`config.mk`:
```
export PLATFORM = sky130hd
export DESIGN_NAME = two_wire_debug_port
export DESIGN_NICKNAME = d
export VERILOG_FILES = /design/src/rtl/debug_port_pkg.sv /design/src/rtl/two_wire_debug_port.sv
export SDC_FILE = /design/constraint.sdc
export NUM_CORES = 1
export LEC_CHECK = 0
export ABC_AREA = 1
export BUFFER_PORTS_ARGS = -buffer_cell sky130_fd_sc_hd__buf_2
export CAP_MARGIN = 20
export CORE_ASPECT_RATIO = 1.2
export CORE_UTILIZATION = 45
export CTS_BUF_LIST = sky130_fd_sc_hd__clkbuf_2
export CTS_CLUSTER_SIZE = 20
export DETAILED_ROUTE_END_ITERATION = 8
export HOLD_SLACK_MARGIN = 0.02
export PLACE_DENSITY = 0.66
export SYNTH_ARGS = -nofsm -noshare
export SYNTH_HDL_FRONTEND = slang
export SYNTH_SLANG_ARGS = --single-unit
```
`constraint.sdc`:
```
create_clock -name ref_clk -period 2.1 [get_ports ref_clk]
set_input_delay 0.42 -clock ref_clk [delete_from_list [all_inputs] [get_ports ref_clk]]
set_output_delay 0.42 -clock ref_clk [all_outputs]
set_load 0.02 [all_outputs]
```
`src/rtl/debug_port_pkg.sv`:
```
package debug_port_pkg;

  // ----------------------------------------
  // Debug register space
  // ----------------------------------------
  localparam int ADDR_W = 7;
  localparam logic [6:0] WR_TOP = 7'h30;
  localparam logic [6:0] RD_TOP = 7'h20;
  localparam logic [3:0] SEP_SLOT = 4'h8;
  localparam logic [3:0] LAST_BIT = 4'h7;

  // ----------------------------------------
  // Local control and status port
  // ----------------------------------------
  localparam logic [1:0] CTRL_OFS = 2'h0;
  localparam logic [1:0] STAT_OFS = 2'h1;
  localparam int CTRL_GRANT_EN_BIT = 0;
  localparam int STAT_GRANT_BIT = 0;
  localparam int STAT_BUSY_BIT = 1;
  localparam int STAT_READ_BIT = 2;
  localparam logic CTRL_GRANT_EN_RST = 1'b0;

  // ----------------------------------------
  // Timing
  // ----------------------------------------
  localparam int SYS_PERIOD_NS = 10;
  localparam int MIN_SERIAL_PERIOD_CYC = 2;

  typedef enum logic [1:0] {ST_IDLE, ST_CMD, ST_DATA} port_state_t;

  typedef struct packed {
    logic wr;
    logic rd;
    logic [6:0] addr;
    logic [7:0] wdata;
  } dbg_access_t;

endpackage : debug_port_pkg

```
`src/rtl/two_wire_debug_port.sv`:
```
// Our own choices: the placing of the registers and the address-and-strobe port.
`timescale 1ns/1ps
module two_wire_debug_port
(
  input wire logic ref_clk,
  input wire logic sys_rst,
  input wire logic clk_en,
  input wire logic debug_serial_clock,
  input wire logic debug_serial_data_in,
  output logic debug_serial_data_out,
  output logic debug_serial_data_oe,
  output debug_port_pkg::dbg_access_t dbg_req,
  input wire logic [7:0] dbg_rdata,
  input wire logic bus_request_in,
  output logic bus_grant_out,
  input wire logic [1:0] reg_addr,
  input wire logic [7:0] reg_wdata,
  input wire logic reg_wr,
  input wire logic reg_rd,
  output logic [7:0] reg_rdata
);

  // ----------------------------------------
  // Helpers
  // ----------------------------------------
  // A change counts only once the last two stages agree
  function automatic logic agree_lvl(input logic s2, input logic s3, input logic old);
    agree_lvl = (s2 == s3) ? s3 : old;
  endfunction : agree_lvl

  // Address step that sticks at the top of its space
  function automatic logic [6:0] step_addr(input logic [6:0] a, input logic [6:0] top);
    step_addr = (a == top) ? a : a + 7'h01;
  endfunction : step_addr

  // ----------------------------------------
  // Input synchronisers
  // ----------------------------------------
  logic [2:0] scl_sync_r;
  logic [2:0] sda_sync_r;
  logic [2:0] req_sync_r;
  logic scl_lvl_r;
  logic sda_lvl_r;
  logic req_lvl_r;

  always_ff @(posedge ref_clk)
  begin
    if (sys_rst)
    begin
      scl_sync_r <= 3'h7;
      sda_sync_r <= 3'h7;
      req_sync_r <= 3'h0;
    end
    else if (clk_en)
    begin
      scl_sync_r <= {scl_sync_r[1:0], debug_serial_clock};
      sda_sync_r <= {sda_sync_r[1:0], debug_serial_data_in};
      req_sync_r <= {req_sync_r[1:0], bus_request_in};
    end
  end

  wire scl_new = agree_lvl(scl_sync_r[1], scl_sync_r[2], scl_lvl_r);
  wire sda_new = agree_lvl(sda_sync_r[1], sda_sync_r[2], sda_lvl_r);
  wire req_new = agree_lvl(req_sync_r[1], req_sync_r[2], req_lvl_r);

  always_ff @(posedge ref_clk)
  begin
    if (sys_rst)
    begin
      scl_lvl_r <= 1'b1;
      sda_lvl_r <= 1'b1;
      req_lvl_r <= 1'b0;
    end
    else if (clk_en)
    begin
      scl_lvl_r <= scl_new;
      sda_lvl_r <= sda_new;
      req_lvl_r <= req_new;
    end
  end

  // ----------------------------------------
  // Edge and start detection
  // ----------------------------------------
  wire scl_rise = scl_new & ~scl_lvl_r;
  wire scl_fall = ~scl_new & scl_lvl_r;
  // Clock must stay high on both sides, so a clock edge is never a start
  // Own read bits can land beside a clock rise after the synchronisers; never a start
  wire start_det = ~sda_new & sda_lvl_r & scl_new & scl_lvl_r
                   & ~debug_serial_data_oe;
  // A data rise with the clock high falls through every branch below
  wire sda_rise_hi = sda_new & ~sda_lvl_r & scl_new & scl_lvl_r;

  // ----------------------------------------
  // Serial protocol engine
  // ----------------------------------------
  debug_port_pkg::port_state_t state_r;
  debug_port_pkg::port_state_t state_nxt;
  logic [3:0] bit_cnt_r;
  logic [3:0] bit_cnt_nxt;
  logic [7:0] rx_r;
  logic [7:0] rx_nxt;
  logic [6:0] addr_r;
  logic [6:0] addr_nxt;
  logic dir_rd_r;
  logic dir_rd_nxt;
  logic sep_hi_r;
  logic sep_hi_nxt;
  logic wr_go;
  logic rd_go;

  wire in_cmd = (state_r == debug_port_pkg::ST_CMD);
  wire in_data = (state_r == debug_port_pkg::ST_DATA);
  wire at_sep = (bit_cnt_r == debug_port_pkg::SEP_SLOT);
  wire at_last = (bit_cnt_r == debug_port_pkg::LAST_BIT);
  wire active = (state_r != debug_port_pkg::ST_IDLE);
  wire bit_edge = scl_rise & active & ~start_det;

  always_comb
  begin
    state_nxt = state_r;
    bit_cnt_nxt = bit_cnt_r;
    rx_nxt = rx_r;
    addr_nxt = addr_r;
    dir_rd_nxt = dir_rd_r;
    sep_hi_nxt = sep_hi_r;
    wr_go = 1'b0;
    rd_go = 1'b0;
    case (state_r)
      debug_port_pkg::ST_IDLE:
      begin
        // Nothing but a start leaves idle
        if (start_det)
        begin
          state_nxt = debug_port_pkg::ST_CMD;
          bit_cnt_nxt = 4'h0;
          sep_hi_nxt = 1'b0;
        end
      end
      debug_port_pkg::ST_CMD, debug_port_pkg::ST_DATA:
      begin
        if (start_det)
        begin
          // A new start abandons whatever was in progress
          state_nxt = debug_port_pkg::ST_CMD;
          bit_cnt_nxt = 4'h0;
          sep_hi_nxt = 1'b0;
        end
        else if (bit_edge)
        begin
          bit_cnt_nxt = at_sep ? 4'h0 : bit_cnt_r + 4'h1;
          if (!at_sep)
          begin
            rx_nxt = {rx_r[6:0], sda_lvl_r};
          end
          if (in_cmd && at_sep)
          begin
            addr_nxt = rx_r[7:1];
            dir_rd_nxt = rx_r[0];
            state_nxt = debug_port_pkg::ST_DATA;
            sep_hi_nxt = sda_lvl_r;
            rd_go = rx_r[0];
          end
          if (in_data && !dir_rd_r && at_last)
          begin
            wr_go = 1'b1;
            addr_nxt = step_addr(addr_r, debug_port_pkg::WR_TOP);
          end
          if (in_data && at_sep)
          begin
            sep_hi_nxt = sda_lvl_r;
            if (dir_rd_r)
            begin
              addr_nxt = step_addr(addr_r, debug_port_pkg::RD_TOP);
              rd_go = 1'b1;
            end
          end
        end
      end
      default:
      begin
        state_nxt = debug_port_pkg::ST_IDLE;
      end
    endcase
  end

  always_ff @(posedge ref_clk)
  begin
    if (sys_rst)
    begin
      state_r <= debug_port_pkg::ST_IDLE;
      bit_cnt_r <= 4'h0;
      rx_r <= 8'h00;
      addr_r <= 7'h00;
      dir_rd_r <= 1'b0;
      sep_hi_r <= 1'b0;
    end
    else if (clk_en)
    begin
      state_r <= state_nxt;
      bit_cnt_r <= bit_cnt_nxt;
      rx_r <= rx_nxt;
      addr_r <= addr_nxt;
      dir_rd_r <= dir_rd_nxt;
      sep_hi_r <= sep_hi_nxt;
    end
  end

  // ----------------------------------------
  // Debug register access
  // ----------------------------------------
  // Accesses go out as plain reads and writes, so whatever side effects the
  // target has happen exactly as for a core access; nothing here gates the
  // system clock, so only the core is affected by a debug halt.
  debug_port_pkg::dbg_access_t req_nxt;
  logic load_pend_r;
  logic [7:0] tx_r;

  // Writes use the address before the step, reads the new one: the command's address first, then the stepped one
  assign req_nxt.wr = wr_go;
  assign req_nxt.rd = rd_go;
  assign req_nxt.addr = rd_go ? addr_nxt : addr_r;
  assign req_nxt.wdata = {rx_r[6:0], sda_lvl_r};

  always_ff @(posedge ref_clk)
  begin
    if (sys_rst)
    begin
      dbg_req <= '0;
      load_pend_r <= 1'b0;
      tx_r <= 8'h00;
    end
    else if (clk_en)
    begin
      dbg_req <= req_nxt;
      load_pend_r <= dbg_req.rd;
      if (load_pend_r)
      begin
        tx_r <= dbg_rdata;
      end
    end
  end

  // ----------------------------------------
  // Serial data driver
  // ----------------------------------------
  // Loading takes three cycles after the separator edge; the master's clock
  // high time must cover it, which the half-rate limit guarantees only when
  // the serial clock is well below that ceiling.
  wire drive_bit = in_data & dir_rd_r & ~at_sep;
  wire [2:0] tx_idx = ~bit_cnt_r[2:0];

  always_ff @(posedge ref_clk)
  begin
    if (sys_rst)
    begin
      debug_serial_data_out <= 1'b1;
      debug_serial_data_oe <= 1'b0;
    end
    else if (clk_en)
    begin
      if (start_det)
      begin
        debug_serial_data_oe <= 1'b0;
      end
      else if (scl_fall)
      begin
        debug_serial_data_oe <= drive_bit;
        debug_serial_data_out <= drive_bit ? tx_r[tx_idx] : 1'b1;
      end
    end
  end

  // ----------------------------------------
  // External bus grant
  // ----------------------------------------
  logic grant_en_r;
  wire port_free = ~active | sep_hi_r;
  // Once granted, the grant is held until the request or enable drops
  wire grant_nxt = grant_en_r & req_lvl_r & (bus_grant_out | port_free);

  always_ff @(posedge ref_clk)
  begin
    if (sys_rst)
    begin
      bus_grant_out <= 1'b0;
    end
    else if (clk_en)
    begin
      bus_grant_out <= grant_nxt;
    end
  end

  // ----------------------------------------
  // Local control and status port
  // ----------------------------------------
  wire wr_ctrl = reg_wr & (reg_addr == debug_port_pkg::CTRL_OFS);
  wire [7:0] ctrl_val = {7'h00, grant_en_r};
  wire [7:0] stat_val = {5'h00, dir_rd_r & active, ~port_free, bus_grant_out};
  wire [7:0] rd_mux = (reg_addr == debug_port_pkg::CTRL_OFS) ? ctrl_val :
                      (reg_addr == debug_port_pkg::STAT_OFS) ? stat_val : 8'h00;

  always_ff @(posedge ref_clk)
  begin
    if (sys_rst)
    begin
      grant_en_r <= debug_port_pkg::CTRL_GRANT_EN_RST;
      reg_rdata <= 8'h00;
    end
    else if (clk_en)
    begin
      if (wr_ctrl)
      begin
        grant_en_r <= reg_wdata[debug_port_pkg::CTRL_GRANT_EN_BIT];
      end
      reg_rdata <= reg_rd ? rd_mux : 8'h00;
    end
  end
endmodule : two_wire_debug_port

```
==> results.json, run 1 <==
{
  "run_status": "finished clean",
  "yosys_most_used_dff": "dfxtp_1",
  "async_flop_share": 0,
  "root_buffer": "clkbuf_2",
  "antenna_found_initial": 0,
  "insertion_delay_ns": 0.48,
  "wl_per_cell_um": 12.9,
  "syn_area_per_cell_um2": 6.96,
  "skew_ns": 0.0321,
  "setup_viol": 0,
  "worstSetupEndpointType": "register",
  "drive_gt1_frac": 0.171,
  "io_pins": 54,
  "syn_inst": 490,
  "htree_levels": 3,
  "dieArea_um2": 7930,
  "grt_overflow_total": 0,
  "critPathLaunchType": "register",
  "grt_first_pass_wirelength_um": 13700,
  "drc": 0,
  "yosys.cell_types.count": 38,
  "dp_hpwl_um": 5830,
  "detail-route-antenna-nets": 0,
  "fin_nets": 568,
  "grt_pass1_vias": 2995,
  "worstPathArrival_ns": 2.31,
  "initial_core_util": 0.469,
  "setup_tns_ns": 0,
  "fmax_ghz": 0.522,
  "worst-setup-path-type": "register to register",
  "cts_buffer_depth": 2,
  "finalPower_mw": 2.54,
  "placedCellCount": 613,
  "hold_buffers": 0,
  "areaGrowthSynthToFinish_pct": 12.4,
  "drv_slew": 0,
  "pre_cts_slack_ns": 0.174,
  "core_area_um2": 7270,
  "finalHoldViolCount": 0,
  "via_per_inst": 5.17,
  "pwr_density_cell_nw_per_um2": 664,
  "slew_headroom": 0.603,
  "synth_edf_count": 0,
  "fin_ws_ns": 0.186,
  "maxCapViolations": 0,
  "clock-sinks": 68,
  "required_ns": 2.49,
  "cts_tree": "built",
  "fillCellCount": 748,
  "ys_seq_elements": 68,
  "worst_pin_slew_ns": 0.594,
  "leakagePower_nw": 1.77,
  "num_vias": 3247,
  "fin_cells": 628,
  "ys_seq_area_frac": 0.399,
  "holdWs_ns": 0.143,
  "die_w_um": 81.4,
  "die_y_um": 97.3,
  "finalCritPeriodShare": 0.912,
  "num_antenna_cells": 0,
  "track_usage": 0.223,
  "ys_warn_count": 0,
  "rsz0062_at_grt": "false",
  "first_pass_iters": 4,
  "finalWirelength_um": 8090,
  "cts_setup_buffers": 0,
  "cts_buffers": 9,
  "port-buffer-count": 41,
  "gp_congestion": 0.878,
  "drt-initial-drc-count": 151,
  "grt_start_max_net_pins": 30,
  "min_period_ns": 1.91,
  "ir_worst_vdd_mv": 0.520,
  "hp-class": "input pin to register",
  "worstPathMaxFanout": 9,
  "clkTransAtPathRegs_ns": 0.20,
  "syn_area_um2": 3410,
  "cts_resized": 0,
  "rows": 34
}
==> cell families after synthesis <==
logic type	synth area share
other	0.00110
buffers and inverters	0.0826
adder cells (fa/ha/maj)	0.0294
XOR/XNOR	0.0103
flip-flops	0.399
AO/OA/AOI/OAI	0.175
AND/OR/NAND/NOR	0.302
==> through the flow <==
step | utilization | cell area, um^2
detailed placement | 0.510 | 3710
finish | 0.526 | 3830
global route | 0.526 | 3830
global placement | 0.510 | 3710
CTS | 0.525 | 3820
floorplan | - | 3420
==> state kept, by name (all words and copies together) (netlist names), 2 cells and up <==
register / flops
addr_r: 7
bit_cnt_r: 4
dbg_req: 17
reg_rdata: 3
req_sync_r: 3
rx_r: 8
scl_sync_r: 3
sda_sync_r: 3
state_r: 2
tx_r: 8
==> path summary, 6_finish.rpt <==
| path | startpoint | cells past startpoint | slack, ns | to |
|---|---|---|---|---|
| max | state_r[0]$_SDFFE_PP0P_ | 10 | 0.19 | dbg_req[12]$_SDFFE_PP0P_ |
| min | debug_serial_data_in | 3 | 0.14 | sda_sync_r[0]$_SDFFE_PP1P_ |
| max reg2reg | state_r[0]$_SDFFE_PP0P_ | 10 | 0.19 | dbg_req[12]$_SDFFE_PP0P_ |
| min reg2reg | rx_r[7]$_SDFFE_PP0P_ | 2 | 0.47 | rx_r[7]$_SDFFE_PP0P_ |
==> synthesized netlist by cell type, types with 2 or more instances <==
library cell / instances / area, um^2
ha_1: 8 / 100
nand2_2: 3 / 18.8
nor2_1: 58 / 218
xor2_1: 4 / 35.0
nor2_4: 2 / 22.5
a21oi_2: 3 / 26.3
clkbuf_1: 12 / 45.0
nor2_2: 2 / 12.5
o211ai_1: 2 / 15.0
inv_1: 38 / 143
o21ai_0: 48 / 240
buf_4: 5 / 37.5
o21ai_1: 5 / 25.0
nand2_1: 112 / 420
buf_2: 3 / 15.0
nand2_4: 2 / 22.5
a21oi_1: 50 / 250
dfxtp_1: 68 / 1360
nor3_1: 3 / 15.0
inv_2: 7 / 26.3
nor2_8: 2 / 40.0
nand3_1: 37 / 185
==> placed cells by master, fill, tap and decap left out, drive strengths merged, types with 2 or more instances in the layout <==
master | Yosys | layout
dfxtp | 68 | 68
o21ai | 53 | 53
clkinv | 0 | 3
nor3 | 3 | 3
nor2 | 64 | 64
nand2 | 117 | 117
xor2 | 4 | 4
a21oi | 53 | 53
nand3 | 39 | 39
nand4 | 2 | 2
clkbuf | 13 | 9
ha | 8 | 8
clkinvlp | 0 | 2
o211ai | 2 | 2
inv | 46 | 46
conb | 1 | 5
buf | 9 | 51
==> power by group <==
part	switching [mW]	internal [mW]	total [mW]
Combinational	0.259	0.140	0.399
Sequential	0.0450	1.34	1.39
Clock	0.484	0.268	0.752
Total	0.788	1.75	2.54
==> final cells by class <==
class / instances / area [um^2] / share of cell area
clock buffers: 9 / 45.0 / 0.0118
clock inverters: 6 / 66.3 / 0.0173
inverters: 46 / 175 / 0.0457
multi-input cells: 358 / 1790 / 0.467
flip-flops and latches: 68 / 1360 / 0.356
well taps: 90 / 113 / 0.0294
repair buffers: 51 / 280 / 0.0732
==> layer usage <==
layer  global-route usage  vias to the layer above  wire length, um
met5                    0                        -                0
met1                0.290                     1495             3910
met4               0.0797                        0               71
met3               0.0554                        6              262
li1                     -                     1684                -
met2                0.350                       62             3840
==> critical path, stage by stage, from the launching register on <==
cell,delay (ns)
dfxtp_1,0.43
inv_1,0.08
ha_1,0.35
nand4_4,0.14
nor2_4,0.25
inv_2,0.15
nor2_1,0.13
nand2_1,0.07
nand2_1,0.05
o21ai_1,0.06
a21oi_1,0.12
(Power assumes the default switching activity.)
==> run 2, diff against run 1 <==
--- a/config.mk
+++ b/config.mk
@@ -8,13 +8,13 @@
 export ABC_AREA = 1
 export BUFFER_PORTS_ARGS = -buffer_cell sky130_fd_sc_hd__buf_2
 export CAP_MARGIN = 20
-export CORE_ASPECT_RATIO = 1.2
 export CORE_UTILIZATION = 45
 export CTS_BUF_LIST = sky130_fd_sc_hd__clkbuf_2
 export CTS_CLUSTER_SIZE = 20
 export DETAILED_ROUTE_END_ITERATION = 8
 export HOLD_SLACK_MARGIN = 0.02
 export PLACE_DENSITY = 0.66
+export SLEW_MARGIN = 20
 export SYNTH_ARGS = -nofsm -noshare
 export SYNTH_HDL_FRONTEND = slang
 export SYNTH_SLANG_ARGS = --single-unit
==> constraint.sdc (replaced) <==
create_clock -name ref_clk -period 2.1 [get_ports ref_clk]
set_input_delay 0.42 -clock ref_clk [delete_from_list [all_inputs] [get_ports ref_clk]]
set_output_delay 0.42 -clock ref_clk [all_outputs]
set_load 0.005 [all_outputs]
==> results.json, run 2 (same netlist as run 1, synthesis figures left out) <==
{
  "cts_buffers": 9,
  "min_path_cells": 3,
  "insertion_delay_ns": 0.49,
  "cpPeakStageDelay_ns": 0.52,
  "gp_congestion": 0.831,
  "grt_pass1_vias": 2792,
  "layout_common_cells": "nand2_1 (112), dfxtp_1 (67), nor2_1 (58)",
  "fin_nets": 566,
  "htree_levels": 3,
  "run_status": "finished clean",
  "antenna_found_initial": 0,
  "cpMaxStageDelayCell": "dfxtp_1",
  "finalPower_mw": 2.38,
  "cp_top_family": "simple AND/OR/NAND/NOR gates",
  "switching_share": 0.317,
  "p_int_mw": 1.63,
  "die_w_um": 89.0,
  "seqCellArea_um2": 1360,
  "fmax_ghz": 0.512,
  "largest-register": "dbg_req",
  "worst-setup-path-type": "register to register",
  "hold_path_end": "scl_sync_r[0]$_SDFFE_PP1P_",
  "grt_first_pass_wirelength_um": 13300,
  "rr_startpoint": "bit_cnt_r[0]$_SDFFE_PP0P_",
  "pwr_density_cell_nw_per_um2": 627,
  "min_period_ns": 1.95,
  "worstSetupEndpointType": "register",
  "detail-route-antenna-nets": 0,
  "rrSetupSlack_ns": 0.15,
  "drive_gt1_frac": 0.169,
  "fillCellCount": 794,
  "reg_top3": "dbg_req x17, rx_r x8, tx_r x8",
  "via_per_inst": 4.94,
  "p_sw_uw": 755,
  "setup_viol": 0,
  "cts_setup_buffers": 0,
  "core_area_um2": 7290,
  "rr_worst_depth": 11,
  "multi_input_area_um2": 1790,
  "ir_worst_vdd_mv": 0.320,
  "worst_r2r_endpoint": "dbg_req[8]$_SDFFE_PP0P_",
  "layout_commonest_cell": "nand2_1",
  "first_pass_iters": 4,
  "worstPathMaxFanout": 10,
  "drv_slew": 0,
  "crit_chain": "inv_1 > ha_1 > nand3_4 > nor2_8 > inv_4 > nand2_2 > nand2_4 > nand2_4 > nand2_1 > o21ai_1 > a21oi_1",
  "initial_core_util": 0.467,
  "root_buffer": "clkbuf_2",
  "placedCellCount": 620,
  "track_usage": 0.219,
  "grt_overflow_total": 0,
  "finalWirelength_um": 7810,
  "cts_tree": "built",
  "critPathLaunchType": "register",
  "p_comb_frac": 0.151,
  "skew_ns": 0.0107,
  "rsz0062_at_grt": "false",
  "clock-sinks": 68,
  "crit_path_frequent_cell": "nand2_4",
  "setup_tns_ns": 0,
  "areaGrowthSynthToFinish_pct": 11.5,
  "dp_hpwl_um": 5580,
  "largest_reg_flops": 17,
  "finalCritPeriodShare": 0.931,
  "num_antenna_cells": 0,
  "io_pins": 54,
  "hp-class": "input pin to register",
  "worstPathArrival_ns": 2.39,
  "die_y_um": 89.0,
  "required_ns": 2.53,
  "maxCapViolations": 0,
  "num_vias": 3144,
  "rows": 31,
  "wl_per_cell_um": 12.3,
  "port-buffer-count": 41,
  "finalHoldViolCount": 0,
  "crit_buf_inv": 2,
  "leakagePower_nw": 1.75,
  "dieArea_um2": 7930,
  "clkTransAtPathRegs_ns": 0.19,
  "grt_start_max_net_pins": 28,
  "fin_cells": 636,
  "power_frac_clock": 0.267,
  "hp-start": "debug_serial_clock",
  "seqPwrFrac": 0.583,
  "hold_buffers": 0,
  "drt-initial-drc-count": 135,
  "drc": 0,
  "cts_buffer_depth": 2
}
==> run 2: cell count changes in the layout (fill, tap and decap cells not counted) <==
cell	previous run	this run
clkbuf_2	9	11
bufinv_16	1	0
clkinv_4	2	0
buf_4	10	8
clkinv_2	0	2
==> run 2: worst max-delay path by stage <==
stage / start / end / cells past startpoint
CTS: state_r[1]$_SDFFE_PP0P_ / rx_r[1]$_SDFFE_PP0P_ / 7
finish: bit_cnt_r[0]$_SDFFE_PP0P_ / dbg_req[8]$_SDFFE_PP0P_ / 11
floorplan: bit_cnt_r[0]$_SDFFE_PP0P_ / dbg_req[8]$_SDFFE_PP0P_ / 12
global route: state_r[0]$_SDFFE_PP0P_ / dbg_req[12]$_SDFFE_PP0P_ / 10
global placement: state_r[0]$_SDFFE_PP0P_ / rx_r[1]$_SDFFE_PP0P_ / 7
detailed placement: state_r[1]$_SDFFE_PP0P_ / rx_r[2]$_SDFFE_PP0P_ / 7
==> run 2: power groups by stage <==
stage,sequential [mW],clock (mW),combinational [mW]
after floorplan,1.40,0,0.279
after global placement,1.41,0,0.349
after detailed placement,1.41,0,0.359
after CTS,1.39,0.658,0.360
after global routing,1.40,0.720,0.417
final,1.39,0.635,0.359
==> run 2: what timing repair did <==
| item | in CTS | in global routing |
|---|---|---|
| gates resized for setup | 0 | 2 |
| setup endpoints to repair | 0 | 8 |
| hold endpoints to repair | 0 | 0 |
==> run 2: cell type report <==
class                      count  share of cell area
clock inverter                 5             0.00758
clock buffer                  11              0.0145
inverter                      46              0.0461
timing repair buffer          49              0.0698
sequential                    68               0.359
multi-input combinational    358               0.471
tap                           99              0.0326
==> run 2: metrics by stage <==
step | worst slack, ns | area (um^2) | utilization | hold slack (ns)
global placement | 0.230 | 3710 | 0.508 | 0.438
detailed placement | 0.130 | 3710 | 0.508 | 0.440
CTS | 0.0981 | 3790 | 0.520 | 0.0748
global route | 0.0272 | 3800 | 0.521 | 0.0695
finish | 0.145 | 3800 | 0.521 | 0.122
floorplan | 0.393 | 3420 | - | 0.424
==> run 2: layer usage <==
layer / global-route usage / share of wire / vias up
met3: 0.0499 / 0.040 / 7
met1: 0.316 / 0.52 / 1396
met4: 0.0750 / 0.011 / 0
li1: - / - / 1682
met5: 0 / 0 / -
met2: 0.321 / 0.43 / 59
==> run 2: tightest hold or removal path: stages <==
cell     delay [ns]
buf_2          0.07
nand2_1        0.04
nand3_1        0.06
==> run 3, diff against run 2 <==
--- a/config.mk
+++ b/config.mk
@@ -13,7 +13,7 @@
 export CTS_CLUSTER_SIZE = 20
 export DETAILED_ROUTE_END_ITERATION = 8
 export HOLD_SLACK_MARGIN = 0.02
-export PLACE_DENSITY = 0.66
+export PLACE_DENSITY_LB_ADDON = 0.1
 export SLEW_MARGIN = 20
 export SYNTH_ARGS = -nofsm -noshare
 export SYNTH_HDL_FRONTEND = slang
==> results.json, run 3 (same netlist as run 1, synthesis figures left out) <==
{
  "worstPathMaxFanout": 16,
  "p_int_mw": 1.99,
  "finalHoldViolCount": 0,
  "rows": 31,
  "pre_cts_slack_ns": 0.192,
  "cts_buffers": 9,
  "grt_first_pass_wirelength_um": 13400,
  "initial_core_util": 0.467,
  "grt_overflow_total": 0,
  "dp_hpwl_um": 5610,
  "grt-busiest-layer": "met2",
  "dieArea_um2": 7930,
  "wl_per_cell_um": 12.2,
  "layout_common_cells": "nand2_1 (112), dfxtp_1 (66), nor2_1 (58)",
  "seqPwrFrac": 0.503,
  "ir_worst_vdd_mv": 0.412,
  "core_area_um2": 7290,
  "num_antenna_cells": 0,
  "largest-register": "dbg_req",
  "fin_nets": 566,
  "drc": 0,
  "switching_share": 0.278,
  "io_pins": 54,
  "fin_ws_ns": 0.139,
  "reg_top3": "dbg_req x17, rx_r x8, tx_r x8",
  "htree_levels": 3,
  "clock-sinks": 68,
  "met3_usage": 0.0379,
  "drive_gt1_frac": 0.173,
  "hold_buffers": 0,
  "required_ns": 2.49,
  "leakagePower_nw": 1.79,
  "multi_input_area_um2": 1780,
  "place_area_um2": 3710,
  "drv_slew": 0,
  "fillCellCount": 792,
  "cts_setup_buffers": 0,
  "skew_ns": 0.0393,
  "via_per_inst": 5.01,
  "grt_pass1_vias": 2872,
  "detail-route-antenna-nets": 0,
  "use_met2": 0.342,
  "seqCellArea_um2": 1360,
  "pwr_density_cell_nw_per_um2": 713,
  "fmax_ghz": 0.510,
  "die_w_um": 89.0,
  "critPathLaunchType": "register",
  "gp_congestion": 0.846,
  "cts_buffer_depth": 2,
  "final_util": 0.531,
  "worstSetupEndpointType": "register",
  "run_status": "finished clean",
  "maxCapViolations": 0,
  "root_buffer": "clkbuf_2",
  "worst-setup-path-type": "register to register",
  "postLayoutCellArea_um2": 3870,
  "rsz0062_at_grt": "true",
  "first_pass_iters": 4,
  "setup_viol": 0,
  "hp-class": "input pin to register",
  "antenna_found_initial": 0,
  "finalCritPeriodShare": 0.934,
  "p_comb_frac": 0.130,
  "drt-initial-drc-count": 119,
  "p_sw_uw": 766,
  "port-buffer-count": 41,
  "die_y_um": 89.0,
  "finalPower_mw": 2.76,
  "largest_reg_flops": 17,
  "insertion_delay_ns": 0.51,
  "cts_tree": "built",
  "layout_commonest_cell": "nand2_1",
  "areaGrowthSynthToFinish_pct": 13.6,
  "grt_use_met1": 0.307,
  "finalWirelength_um": 7780,
  "power_frac_clock": 0.366,
  "num_vias": 3187,
  "min_period_ns": 1.96,
  "clkTransAtPathRegs_ns": 0.22,
  "track_usage": 0.220,
  "setup_tns_ns": 0,
  "grt_start_max_net_pins": 29,
  "worstPathArrival_ns": 2.35
}
[run 3: what timing repair did]
action | in CTS | in global routing
gates resized for setup | 0 | 2
setup endpoints to repair | 0 | 14
endpoints found under the hold margin | 0 | 0
[run 3: path summary, 6_finish.rpt]
path                                         startpoint                          to  slack (ns)  depth (start not counted)
worst max register to register  state_r[1]$_SDFFE_PP0P_        rx_r[1]$_SDFFE_PP0P_        0.14                          7
worst min-delay path                 debug_serial_clock  scl_sync_r[0]$_SDFFE_PP1P_        0.12                          3
worst max-delay path            state_r[1]$_SDFFE_PP0P_        rx_r[1]$_SDFFE_PP0P_        0.14                          7
worst min register to register     tx_r[5]$_SDFFE_PP0P_        tx_r[5]$_SDFFE_PP0P_        0.46                          2
[run 3: through the flow]
stage | std cells | hold WS (ns)
floorplan | 494 | 0.424
global placement | 620 | 0.441
detailed placement | 620 | 0.445
CTS | 636 | 0.0830
global route | 636 | 0.117
finish | 636 | 0.120
[run 3: layout make-up]
cell class,instances,area share
clock buffers,10,0.0129
clock inverters,6,0.0291
inverters,46,0.0452
multi-input cells,358,0.460
flip-flops and latches,68,0.352
well taps,99,0.0320
repair buffers,49,0.0685
[run 3: layer usage]
layer	wire, um	part of all wire
met4	117	0.015
met3	381	0.049
met1	3940	0.51
met2	3330	0.43
met5	0	0
[run 3: power by group through the flow]
| stage | Clock (mW) | Combinational (mW) | Sequential, mW |
|---|---|---|---|
| 6_report | 1.01 | 0.359 | 1.39 |
| 2_1_floorplan | 0 | 0.279 | 1.40 |
| 5_1_grt | 1.08 | 0.415 | 1.40 |
| 4_1_cts | 1.03 | 0.362 | 1.39 |
| 3_5_place_dp | 0 | 0.360 | 1.41 |
| 3_3_place_gp | 0 | 0.351 | 1.41 |
[run 3: worst max-delay path, stage by stage, from the launching register on]
cell and delay [ns]:
dfxtp_1 0.44, inv_1 0.08, ha_1 0.38, nand4_4 0.15
nor2_4 0.19, nand3_2 0.27, o21ai_0 0.26, a21oi_1 0.06
